==> src/rtl/timer16_pkg.sv <==
// Purpose: constants of the 16-bit timer register block
// Assumes: 8-bit register bus, I/O offsets 0x00-0x3F
// Notes:   offsets are I/O offsets; data space adds 0x20
package timer16_pkg;
  // ==========================================================
  // address map
  localparam logic [7:0] IO_SPAN      = 8'h40;  // i/o window size
  localparam logic [7:0] DATA_OFS     = 8'h20;  // data-space shift
  localparam logic [5:0] OFS_CAP_LO   = 6'h26;  // capture_value_low
  localparam logic [5:0] OFS_CAP_HI   = 6'h27;  // capture_value_high
  localparam logic [5:0] OFS_CMPB_LO  = 6'h28;  // compare_b_value_low
  localparam logic [5:0] OFS_CMPB_HI  = 6'h29;  // compare_b_value_high
  localparam logic [5:0] OFS_CMPA_LO  = 6'h2A;  // compare_a_value_low
  localparam logic [5:0] OFS_CMPA_HI  = 6'h2B;  // compare_a_value_high
  localparam logic [5:0] OFS_CNT_LO   = 6'h2C;  // counter low byte
  localparam logic [5:0] OFS_CNT_HI   = 6'h2D;  // counter_value_high
  localparam logic [5:0] OFS_FLAGS    = 6'h38;  // timer_event_flags
  localparam logic [5:0] OFS_IEN      = 6'h39;  // timer_irq_enables
  // ==========================================================
  // field positions and masks
  localparam int         BIT_CAP      = 5;      // capture bit
  localparam int         BIT_CMPA     = 4;      // compare a bit
  localparam int         BIT_CMPB     = 3;      // compare b bit
  localparam int         BIT_OVF      = 2;      // overflow bit
  localparam logic [7:0] FIELD_MASK   = 8'h3C;  // implemented bits
  // ==========================================================
  // reset values
  localparam logic [7:0]  RST_BYTE    = 8'h00;
  localparam logic [15:0] RST_WORD    = 16'h0000;
  // ==========================================================
  // counter landmarks
  localparam logic [15:0] CNT_MAX     = 16'hFFFF;
  localparam logic [15:0] CNT_BOTTOM  = 16'h0000;
  localparam logic [15:0] TOP_8BIT    = 16'h00FF;
  localparam logic [15:0] TOP_9BIT    = 16'h01FF;
  localparam logic [15:0] TOP_10BIT   = 16'h03FF;
endpackage

==> src/rtl/timer_cmp_if.sv <==
// Purpose: carrier between the register block and a compare channel
// Assumes: single clock, all signals in core_clk_i domain
// Notes:   one instance per compare channel
`timescale 1ns/10ps
interface timer_cmp_if;
  logic        tick;          // timer clock enable
  logic [15:0] counter;       // live counter value
  logic [15:0] compare;       // committed compare value
  logic        block;         // suppress next match
  logic        force_strobe;  // forced compare, output only
  logic        flag_set;      // one-cycle flag set pulse
  logic        wave;          // waveform output level
  modport regs (output tick, counter, compare, block, force_strobe,
                input flag_set, wave);
  modport chan (input tick, counter, compare, block, force_strobe,
                output flag_set, wave);
endinterface // timer_cmp_if

==> src/rtl/compare_channel.sv <==
// Purpose: one 16-bit compare channel with toggle output
// Assumes: tick is a one-cycle enable
// Notes:   flag pulse lands on the tick after the equal tick
`timescale 1ns/10ps
module compare_channel (
  // clock and reset
  input  wire logic core_clk_i,
  input  wire logic rst_i,
  // channel carrier
  timer_cmp_if.chan cmp
);
  // ==========================================================
  // state
  typedef struct packed {
    logic match;     // equality seen on last tick
    logic flag_set;  // flag set pulse
    logic wave;      // output level
  } chan_state_t;
  chan_state_t s_q;
  chan_state_t s_d;

  // next state
  always_comb begin
    s_d = s_q;
    s_d.flag_set = 1'b0;
    if (cmp.tick) begin
      // compare every timer clock, unless a counter write blocks it
      s_d.match = (cmp.counter == cmp.compare) && !cmp.block;
      s_d.flag_set = s_q.match;
    end
    // match or forced strobe toggles the pin; force never sets a flag
    if ((cmp.tick && s_q.match) || cmp.force_strobe) begin
      s_d.wave = !s_q.wave;
    end
  end

  // registers
  always_ff @(posedge core_clk_i) begin
    if (rst_i) begin
      s_q <= '0;
    end else begin
      s_q <= s_d;
    end
  end

  assign cmp.flag_set = s_q.flag_set;
  assign cmp.wave     = s_q.wave;
endmodule // compare_channel

==> src/rtl/capture_unit.sv <==
// Purpose: capture event detector with pin synchroniser
// Assumes: pin and comparator are asynchronous to core_clk_i
// Notes:   event pulse is three cycles after the pin edge
`timescale 1ns/10ps
module capture_unit (
  // clock and reset
  input  wire logic core_clk_i,
  input  wire logic rst_i,
  // event sources
  input  wire logic pin_i,
  input  wire logic comparator_i,
  // configuration
  input  wire logic use_comparator_i,
  input  wire logic rising_i,
  input  wire logic disconnect_i,
  // result
  output logic      event_o
);
  // ==========================================================
  // state
  typedef struct packed {
    logic pin_s1;  // pin first stage
    logic pin_s2;  // pin second stage
    logic cmp_s1;  // comparator first stage
    logic cmp_s2;  // comparator second stage
    logic prev;    // last selected level
    logic evt;     // event pulse
  } cap_state_t;
  cap_state_t s_q;
  cap_state_t s_d;
  logic       src;  // selected synchronised source

  // next state
  always_comb begin
    s_d = s_q;
    s_d.pin_s1 = pin_i;
    s_d.pin_s2 = s_q.pin_s1;
    s_d.cmp_s1 = comparator_i;
    s_d.cmp_s2 = s_q.cmp_s1;
    src = use_comparator_i ? s_q.cmp_s2 : s_q.pin_s2;
    s_d.prev = src;
    // pin is cut off while capture serves as top
    s_d.evt = !disconnect_i &&
              (rising_i ? (src && !s_q.prev) : (!src && s_q.prev));
  end

  // registers
  always_ff @(posedge core_clk_i) begin
    if (rst_i) begin
      s_q <= '0;
    end else begin
      s_q <= s_d;
    end
  end

  assign event_o = s_q.evt;
endmodule // capture_unit

==> src/rtl/timer16_compare_capture_regs.sv <==
// Purpose: register side of a 16-bit timer: compare, capture, flags
// Assumes: counter and control bits live outside, same clock
// Notes:   read data appears one cycle after the read strobe
//
// Overview of operation
// - compare both channels against counter every tick
// - compare high byte latched, both bytes commit together
// - capture read returns coherent bytes via latch
// - one shared high-byte latch for all registers
// - capture event copies counter into capture value
// - capture value may serve as counter top
// - capture pin disconnected while capture is top
// - interrupt needs enable, global enable and flag
// - capture enable bit 5, overflow bit 2
// - compare a enable bit 4, b bit 3
// - capture event sets capture flag, bit 5
// - capture-top mode sets capture flag at top
// - compare a flag, bit 4, tick after match
// - compare b flag, bit 3, tick after match
// - forced strobe drives output, never sets flag
// - overflow flag bit 2, set point per mode
// - flags clear on vector or written one
// - counter write blocks next tick's matches
// - i/o offset decode, data space plus 0x20
`timescale 1ns/10ps
module timer16_compare_capture_regs (
  // clock and reset
  input  wire logic        core_clk_i,
  input  wire logic        rst_i,
  // register bus
  input  wire logic [7:0]  bus_addr_i,
  input  wire logic        bus_data_space_i,
  input  wire logic        bus_wr_i,
  input  wire logic        bus_rd_i,
  input  wire logic [7:0]  bus_wdata_i,
  output logic      [7:0]  bus_rdata_o,
  // counter unit
  input  wire logic        timer_tick_i,
  input  wire logic [15:0] counter_value_i,
  output logic             counter_load_o,
  output logic      [15:0] counter_load_value_o,
  output logic      [15:0] counter_top_o,
  // control bits from the control registers
  input  wire logic [3:0]  waveform_mode_select_i,
  input  wire logic        capture_rising_edge_i,
  input  wire logic        capture_from_comparator_i,
  input  wire logic        force_compare_a_strobe_i,
  input  wire logic        force_compare_b_strobe_i,
  // pins and comparator
  input  wire logic        capture_input_pin_i,
  input  wire logic        comparator_out_i,
  output logic             waveform_output_pin_a_o,
  output logic             waveform_output_pin_b_o,
  // cpu interrupt controller
  input  wire logic        global_irq_enable_i,
  input  wire logic [3:0]  irq_vector_ack_i,
  output logic      [3:0]  irq_request_o
);
  // ==========================================================
  // state
  typedef struct packed {
    logic [7:0]  temp;      // shared high-byte latch
    logic [15:0] cmp_a;     // compare_a_value
    logic [15:0] cmp_b;     // compare_b_value
    logic [15:0] cap;       // capture_value
    logic [7:0]  ien;       // timer_irq_enables
    logic [7:0]  flags;     // timer_event_flags
    logic        block;     // match block after counter write
    logic [7:0]  rdata;     // read data
    logic [3:0]  irq;       // interrupt requests
    logic        load;      // counter load pulse
    logic [15:0] load_val;  // counter load value
    logic [15:0] top;       // current top value
    logic        wave_a;    // pin a copy
    logic        wave_b;    // pin b copy
  } regs_state_t;
  regs_state_t s_q;
  regs_state_t s_d;

  // ==========================================================
  // address decode
  logic [7:0] io_addr;   // address folded to i/o offset
  logic       io_hit;    // address inside the i/o window
  logic [5:0] ofs;       // register offset
  logic       wr;        // qualified write
  logic       rd;        // qualified read

  // fold data-space addresses onto i/o offsets
  always_comb begin
    if (bus_data_space_i) begin
      io_addr = bus_addr_i - timer16_pkg::DATA_OFS;
      io_hit  = (bus_addr_i >= timer16_pkg::DATA_OFS) &&
                (io_addr < timer16_pkg::IO_SPAN);
    end else begin
      io_addr = bus_addr_i;
      io_hit  = bus_addr_i < timer16_pkg::IO_SPAN;
    end
    ofs = io_addr[5:0];
    wr  = bus_wr_i && io_hit;
    rd  = bus_rd_i && io_hit;
  end

  // ==========================================================
  // mode decode
  logic       cap_is_top;  // capture value used as top
  logic [15:0] top_val;    // top for this mode
  logic       ovf_hit;     // overflow set point reached

  // top selection and overflow set point per mode
  always_comb begin
    cap_is_top = 1'b0;
    top_val    = timer16_pkg::CNT_MAX;
    case (waveform_mode_select_i)
      4'h1, 4'h5: begin
        top_val = timer16_pkg::TOP_8BIT;
      end
      4'h2, 4'h6: begin
        top_val = timer16_pkg::TOP_9BIT;
      end
      4'h3, 4'h7: begin
        top_val = timer16_pkg::TOP_10BIT;
      end
      4'h4, 4'h9, 4'hB, 4'hF: begin
        top_val = s_q.cmp_a;
      end
      4'h8, 4'hA, 4'hC, 4'hE: begin
        top_val    = s_q.cap;
        cap_is_top = 1'b1;
      end
      default: begin
        top_val = timer16_pkg::CNT_MAX;
      end
    endcase
    // where the overflow flag is set depends on the mode
    case (waveform_mode_select_i)
      4'h0, 4'h4, 4'hC: begin
        ovf_hit = counter_value_i == timer16_pkg::CNT_MAX;
      end
      4'h1, 4'h2, 4'h3, 4'h8, 4'h9, 4'hA, 4'hB: begin
        ovf_hit = counter_value_i == timer16_pkg::CNT_BOTTOM;
      end
      4'h5, 4'h6, 4'h7, 4'hE, 4'hF: begin
        ovf_hit = counter_value_i == top_val;
      end
      default: begin
        ovf_hit = 1'b0;  // reserved mode never overflows
      end
    endcase
  end

  // ==========================================================
  // compare channels
  timer_cmp_if cmp_a_if ();
  timer_cmp_if cmp_b_if ();

  // both channels see the same counter and block
  assign cmp_a_if.tick         = timer_tick_i;
  assign cmp_a_if.counter      = counter_value_i;
  assign cmp_a_if.compare      = s_q.cmp_a;
  assign cmp_a_if.block        = s_q.block;
  assign cmp_a_if.force_strobe = force_compare_a_strobe_i;
  assign cmp_b_if.tick         = timer_tick_i;
  assign cmp_b_if.counter      = counter_value_i;
  assign cmp_b_if.compare      = s_q.cmp_b;
  assign cmp_b_if.block        = s_q.block;
  assign cmp_b_if.force_strobe = force_compare_b_strobe_i;

  // channel a
  compare_channel u_cmp_a (
    .core_clk_i (core_clk_i),
    .rst_i      (rst_i),
    .cmp        (cmp_a_if.chan)
  );

  // channel b
  compare_channel u_cmp_b (
    .core_clk_i (core_clk_i),
    .rst_i      (rst_i),
    .cmp        (cmp_b_if.chan)
  );

  // ==========================================================
  // capture source
  logic cap_event;  // one-cycle capture event

  // synchronised edge detector on pin or comparator
  capture_unit u_capture (
    .core_clk_i       (core_clk_i),
    .rst_i            (rst_i),
    .pin_i            (capture_input_pin_i),
    .comparator_i     (comparator_out_i),
    .use_comparator_i (capture_from_comparator_i),
    .rising_i         (capture_rising_edge_i),
    .disconnect_i     (cap_is_top),
    .event_o          (cap_event)
  );

  // ==========================================================
  // flag set and clear terms
  logic [7:0] flag_set;  // hardware set requests
  logic [7:0] flag_clr;  // vector or software clears

  // gather set and clear per bit
  always_comb begin
    flag_set = timer16_pkg::RST_BYTE;
    // capture event, or top reached when capture is top
    flag_set[timer16_pkg::BIT_CAP] = cap_event ||
      (cap_is_top && timer_tick_i &&
       counter_value_i == s_q.cap);
    flag_set[timer16_pkg::BIT_CMPA] = cmp_a_if.flag_set;
    flag_set[timer16_pkg::BIT_CMPB] = cmp_b_if.flag_set;
    flag_set[timer16_pkg::BIT_OVF]  = timer_tick_i && ovf_hit;
    // vector acks map onto bits 2..5 in order
    flag_clr = {2'h0, irq_vector_ack_i, 2'h0};
    // written ones clear, written zeros leave alone
    if (wr && ofs == timer16_pkg::OFS_FLAGS) begin
      flag_clr = flag_clr | bus_wdata_i;
    end
    flag_clr = flag_clr & timer16_pkg::FIELD_MASK;
  end

  // ==========================================================
  // next state
  always_comb begin
    s_d = s_q;
    s_d.load  = 1'b0;
    s_d.rdata = timer16_pkg::RST_BYTE;
    // matches are blocked only for the tick after a counter write
    if (timer_tick_i) begin
      s_d.block = 1'b0;
    end
    // capture copies the running counter
    if (cap_event) begin
      s_d.cap = counter_value_i;
    end
    // cpu writes
    if (wr) begin
      case (ofs)
        // every high byte goes to the one shared latch
        timer16_pkg::OFS_CAP_HI,
        timer16_pkg::OFS_CMPB_HI,
        timer16_pkg::OFS_CMPA_HI,
        timer16_pkg::OFS_CNT_HI: begin
          s_d.temp = bus_wdata_i;
        end
        // low byte write commits latch and byte together
        timer16_pkg::OFS_CMPA_LO: begin
          s_d.cmp_a = {s_q.temp, bus_wdata_i};
        end
        timer16_pkg::OFS_CMPB_LO: begin
          s_d.cmp_b = {s_q.temp, bus_wdata_i};
        end
        timer16_pkg::OFS_CAP_LO: begin
          // a capture in the same cycle keeps the event
          if (!cap_event) begin
            s_d.cap = {s_q.temp, bus_wdata_i};
          end
        end
        timer16_pkg::OFS_CNT_LO: begin
          s_d.load     = 1'b1;
          s_d.load_val = {s_q.temp, bus_wdata_i};
          s_d.block    = 1'b1;
        end
        timer16_pkg::OFS_IEN: begin
          s_d.ien = bus_wdata_i & timer16_pkg::FIELD_MASK;
        end
        default: begin
          s_d.temp = s_q.temp;  // flags handled apart, others ignored
        end
      endcase
    end
    // cpu reads
    if (rd) begin
      case (ofs)
        // capture and counter low byte reads park the high byte in the latch
        timer16_pkg::OFS_CAP_LO: begin
          s_d.rdata = s_q.cap[7:0];
          s_d.temp  = s_q.cap[15:8];
        end
        timer16_pkg::OFS_CMPB_LO: begin
          s_d.rdata = s_q.cmp_b[7:0];
        end
        timer16_pkg::OFS_CMPB_HI: begin
          s_d.rdata = s_q.cmp_b[15:8];
        end
        timer16_pkg::OFS_CMPA_LO: begin
          s_d.rdata = s_q.cmp_a[7:0];
        end
        timer16_pkg::OFS_CMPA_HI: begin
          s_d.rdata = s_q.cmp_a[15:8];
        end
        timer16_pkg::OFS_CNT_LO: begin
          s_d.rdata = counter_value_i[7:0];
          s_d.temp  = counter_value_i[15:8];
        end
        // high byte read returns the latch
        timer16_pkg::OFS_CAP_HI,
        timer16_pkg::OFS_CNT_HI: begin
          s_d.rdata = s_q.temp;
        end
        timer16_pkg::OFS_FLAGS: begin
          s_d.rdata = s_q.flags;
        end
        timer16_pkg::OFS_IEN: begin
          s_d.rdata = s_q.ien;
        end
        default: begin
          s_d.rdata = timer16_pkg::RST_BYTE;  // unmapped reads zero
        end
      endcase
    end
    // sticky flags: a set in the clearing cycle wins
    s_d.flags = ((s_q.flags & ~flag_clr) | flag_set) &
                timer16_pkg::FIELD_MASK;
    // request needs enable, global enable and flag
    s_d.irq = s_q.ien[5:2] & s_q.flags[5:2] &
              {4{global_irq_enable_i}};
    s_d.top    = top_val;
    s_d.wave_a = cmp_a_if.wave;
    s_d.wave_b = cmp_b_if.wave;
  end

  // ==========================================================
  // registers
  always_ff @(posedge core_clk_i) begin
    if (rst_i) begin
      s_q       <= '0;
      s_q.top   <= timer16_pkg::CNT_MAX;
    end else begin
      s_q <= s_d;
    end
  end

  // ==========================================================
  // outputs
  assign bus_rdata_o             = s_q.rdata;
  assign counter_load_o          = s_q.load;
  assign counter_load_value_o    = s_q.load_val;
  assign counter_top_o           = s_q.top;
  assign waveform_output_pin_a_o = s_q.wave_a;
  assign waveform_output_pin_b_o = s_q.wave_b;
  assign irq_request_o           = s_q.irq;
endmodule // timer16_compare_capture_regs

==> config.mk <==
export PLATFORM = sky130hd
export DESIGN_NAME = timer16_compare_capture_regs
export DESIGN_NICKNAME = d
export VERILOG_FILES = /design/src/rtl/timer16_pkg.sv /design/src/rtl/timer_cmp_if.sv /design/src/rtl/compare_channel.sv /design/src/rtl/capture_unit.sv /design/src/rtl/timer16_compare_capture_regs.sv
export SDC_FILE = /design/constraint.sdc
export NUM_CORES = 1
export LEC_CHECK = 0
export BUFFER_PORTS_ARGS = -buffer_cell sky130_fd_sc_hd__buf_2
export CAP_MARGIN = 20
export CORE_MARGIN = 2
export CORE_UTILIZATION = 47
export CTS_CLUSTER_SIZE = 16
export DETAILED_ROUTE_END_ITERATION = 12
export MAX_ROUTING_LAYER = met4
export PLACE_DENSITY = 0.68
export SLEW_MARGIN = 0
export SYNTH_ARGS = -nofsm -noshare
export SYNTH_HDL_FRONTEND = slang
export SYNTH_SLANG_ARGS = --single-unit
==> constraint.sdc <==
create_clock -name core_clk_i -period 3.2 [get_ports core_clk_i]
set_clock_uncertainty 0.15 [all_clocks]
set_input_delay 0.64 -clock core_clk_i [delete_from_list [all_inputs] [get_ports core_clk_i]]
set_output_delay 0.64 -clock core_clk_i [all_outputs]
set_load 0.005 [all_outputs]
==> results by group <==
Power
  – Leakage component of the power: 3.13 nW
  – Combinational Power Share: 9.1%
  – Net Sw Power: 0.00102 W
  – Switching part of the total: 26.0%
  – Share of power burned in the clock network: 50.2%
  – Internal Pwr Total: 0.00288 W
  – Peak supply drop: 391 uV
  – Seq pwr share: 40.7%
  – Power per cell area: 502 nW/um^2

Synthesis
  – Number of warning messages in the yosys log: 0
  – Commonest register cell after synthesis: sky130_fd_sc_hd__dfxtp_1
  – Post-Syn Area: 6900 sq um
  – Flip-flop and latch count after synthesis: 124
  – Share of the synthesized area in the top cell type: 36.0%
  – Most repeated cell in the gate-level netlist after synthesis: sky130_fd_sc_hd__dfxtp_1
  – Synthesized netlist net count: 851
  – Top cell types by occurrence after synthesis: 124 x sky130_fd_sc_hd__dfxtp_1, 69 x sky130_fd_sc_hd__nand2_1, 56 x sky130_fd_sc_hd__nand3_1
  – Number of distinct library cells after synthesis: 66
  – Post-synth ARST share: 0%
  – Avg Cell Area, Syn: 8.66 sq um
  – Number of flops mapped to enable cells by yosys: 0
  – Post-synthesis sequential area ratio: 36.0%
  – Leading cell types by total area after synthesis: sky130_fd_sc_hd__dfxtp_1 36%, sky130_fd_sc_hd__mux2i_1 7.7%, sky130_fd_sc_hd__buf_4 5.1%, sky130_fd_sc_hd__xor2_1 4.2%, sky130_fd_sc_hd__nand3_1 4.1%
  – Gate count of the mapped netlist: 796
  – Biggest area consumer among synthesized cells: sky130_fd_sc_hd__dfxtp_1

Layout
  – Layout overhead on the synthesized area: 12.7%
  – Fraction of final layout cells sized beyond drive strength 1: 22.3%
  – Final design area excluding fillers: 7770 sq um
  – Number of diodes added for antenna fixing: 0
  – Non-filler cells in the finished layout: 1024
  – Layout net count: 882

Setup path
  – Crit path buf inv count: 2
  – Critical Path, Cell by Cell: buf_2, inv_1, ha_1, or4b_1, o21ai_2, o211a_1, o211a_1, mux2i_1, o22ai_1
  – Critical path startpoint category: input pin
  – Endpoint type of the worst setup path: flip-flop
  – Critical Path RT: 3330 ps
  – Critical path arrival: 2790 ps
  – Library cell contributing the largest single delay on the critical path: sky130_fd_sc_hd__o211a_1
  – Maximum fanout along the worst path: 8
  – Dominant delay contributor by cell family on the critical path: compound AO/OA/AOI/OAI gates
  – CP most frequent cell: sky130_fd_sc_hd__o211a_1
  – Worst setup path class: in2reg
  – Max incr delay on CP: 470 ps

Clocking
  – H-tree levels: 4
  – Hold bufs inserted after CTS: 0
  – Buffer cell driving the clock tree root: sky130_fd_sc_hd__clkbuf_16
  – Count of instances resized after the clock tree is built: 0
  – CTS buffer count: 17
  – CTS tree: yes
  – Clock transition at the registers of the reported paths: 60 ps
  – Worst-skew pair later-pin latency: 430 ps
  – Number of buffers inserted to repair setup after CTS: 0
  – Maximum buffer depth of the clock tree: 2
  – Clock sink total: 124

Floorplanning
  – Ports placed on the boundary: 100
  – Die Outline Area: 15700 sq um
  – FP Rows: 44
  – Core region area: 14400 sq um
  – Starting density of the core: 47.8%
  – Die Wd: 125 microns
  – Height of the die: 125 microns

STA
  – Maximum frequency from static timing analysis: 376 MHz
  – Unrepaired setup endpoints after global routing: false
  – Number of failing hold endpoints at the final stage: 0
  – Slew Viols, Final: 0
  – Final period utilization: 83.2%
  – Worst hold slack after final layout: 276 ps
  – Worst setup slack after layout: 537 ps
  – Final count of negative-setup-slack endpoints: 0
  – Worst Max-Slew Pin Slew: 1090 ps
  – Headroom to the max-slew limit: 27.5%
  – Final setup TNS: 0 ps
  – Period minus WS final: 2660 ps

Flow run
  – Max-Cap Viols: 0

Placed design
  – Placed cell count: 992
  – Placed standard-cell area: 7180 sq um
  – Number of I/O port buffers: 99
  – Routability Congestion: 0.978
  – Detailed Place HPWL: 15100 microns
  – Minimum setup slack after placement: 174 ps

Detailed routing
  – Antenna Nets Post-Route: 0
  – Drt pass-1 iters: 5
  – Routed Wire Length: 21400 microns
  – Routed length per placed instance: 20.9 microns
  – Routed vias: 6185
  – Number of DRC markers in iteration 0: 742
  – Via/cell ratio: 6.04
  – DRC violation count after routing: 0

Hold path
  – Tightest Hold Check Type: in2reg

GRT
  – Global-route wire length before repair: 33200 microns
  – GRT Util Overall: 28.1%
  – Number of antenna violations at the first check in global routing: 0
  – Overall overflow remaining after global route: 0
  – Number of global-route vias before repair: 5842
  – Largest net degree at the start of global routing: 37

Run status
  – Result of the run: finished clean
[power groups by stage]
| stage | registers (W) | logic, W | clock network, W |
|---|---|---|---|
| after floorplan | 0.00161 | 0.000245 | 0 |
| after global placement | 0.00162 | 0.000347 | 0 |
| after detailed placement | 0.00162 | 0.000349 | 0 |
| after CTS | 0.00159 | 0.000351 | 0.00198 |
| after global routing | 0.00159 | 0.000384 | 0.00205 |
| final | 0.00159 | 0.000355 | 0.00196 |
[per-stage QoR]
stage | utilization, % | total power [W]
after CTS | 53.9 | 0.00392
after global placement | 49.7 | 0.00197
after floorplan | - | 0.00186
after global routing | 53.9 | 0.00403
final | 53.9 | 0.00390
after detailed placement | 49.7 | 0.00197
[layout make-up]
cell class,instances,area (sq um)
clock buffers,18,439
flip-flops and latches,124,2480
clock inverters,14,156
multi-input cells,558,3790
inverters,7,26.3
fillers,1362,6650
well taps,184,230
repair buffers,119,646
[per-layer routing]
| layer | track usage (%) | up-vias | share of wire (%) |
|---|---|---|---|
| met1 | 36.2 | 2938 | 43 |
| met5 | - | - | 0 |
| met3 | 6.55 | 73 | 9.1 |
| li1 | - | 2876 | - |
| met2 | 41.2 | 298 | 44 |
| met4 | 14.4 | 0 | 4.3 |
[cell usage in the layout (no fill, tap or decap), types with 5 or more instances in the layout]
| master | instances |
|---|---|
| sky130_fd_sc_hd__buf_4 | 20 |
| sky130_fd_sc_hd__nand2_1 | 69 |
| sky130_fd_sc_hd__nand2b_1 | 6 |
| sky130_fd_sc_hd__nor2_1 | 51 |
| sky130_fd_sc_hd__nand3_1 | 56 |
| sky130_fd_sc_hd__inv_1 | 7 |
| sky130_fd_sc_hd__a31oi_1 | 9 |
| sky130_fd_sc_hd__nor3_1 | 7 |
| sky130_fd_sc_hd__xnor2_1 | 25 |
| sky130_fd_sc_hd__a22oi_1 | 16 |
| sky130_fd_sc_hd__and3_1 | 11 |
| sky130_fd_sc_hd__mux2i_1 | 53 |
| sky130_fd_sc_hd__nor2b_1 | 13 |
| sky130_fd_sc_hd__mux2_2 | 20 |
| sky130_fd_sc_hd__dfxtp_1 | 124 |
| sky130_fd_sc_hd__a21oi_1 | 52 |
| sky130_fd_sc_hd__o21ai_0 | 16 |
| sky130_fd_sc_hd__nand3b_1 | 6 |
| sky130_fd_sc_hd__nor4_1 | 10 |
| sky130_fd_sc_hd__o211ai_1 | 5 |
| sky130_fd_sc_hd__xor2_1 | 33 |
| sky130_fd_sc_hd__buf_2 | 99 |
| sky130_fd_sc_hd__clkbuf_16 | 17 |
| sky130_fd_sc_hd__o22ai_1 | 20 |
| sky130_fd_sc_hd__a222oi_1 | 8 |
[sequential cells by signal, summed over array words and instances (netlist names), 2 cells and up]
register	count
counter_load_value_o	16
irq_request_o	4
counter_top_o	16
cmp_b_if.compare	16
bus_rdata_o	8
u_capture.s_q	3
u_capture.s_d	2
s_q	32
cmp_a_if.compare	16
[cell families after synthesis]
kind of cell               Yosys count  synth area share [%]
buffers and inverters              114                  9.11
adders and majority gates            2                 0.363
and+or+nand+nor                    268                  20.2
DFF                                124                  36.0
AOI/OAI and AO/OA                  152                  14.5
xor gates and xnor gates            58                  7.37
muxes                               78                  12.4
[worst paths after layout]
path              depth (start not counted)  slack, ps            startpoint               end
setup reg to reg                          6       1170  cmp_a_if.compare[10]           s_q[50]
hold reg to reg                           1        280      u_capture.s_d[4]  u_capture.s_q[4]
hold / removal                            2        280      comparator_out_i  u_capture.s_d[2]
setup / recovery                          9        540         bus_addr_i[6]          s_q[114]
Note: power is estimated with default switching activity, not from simulation.
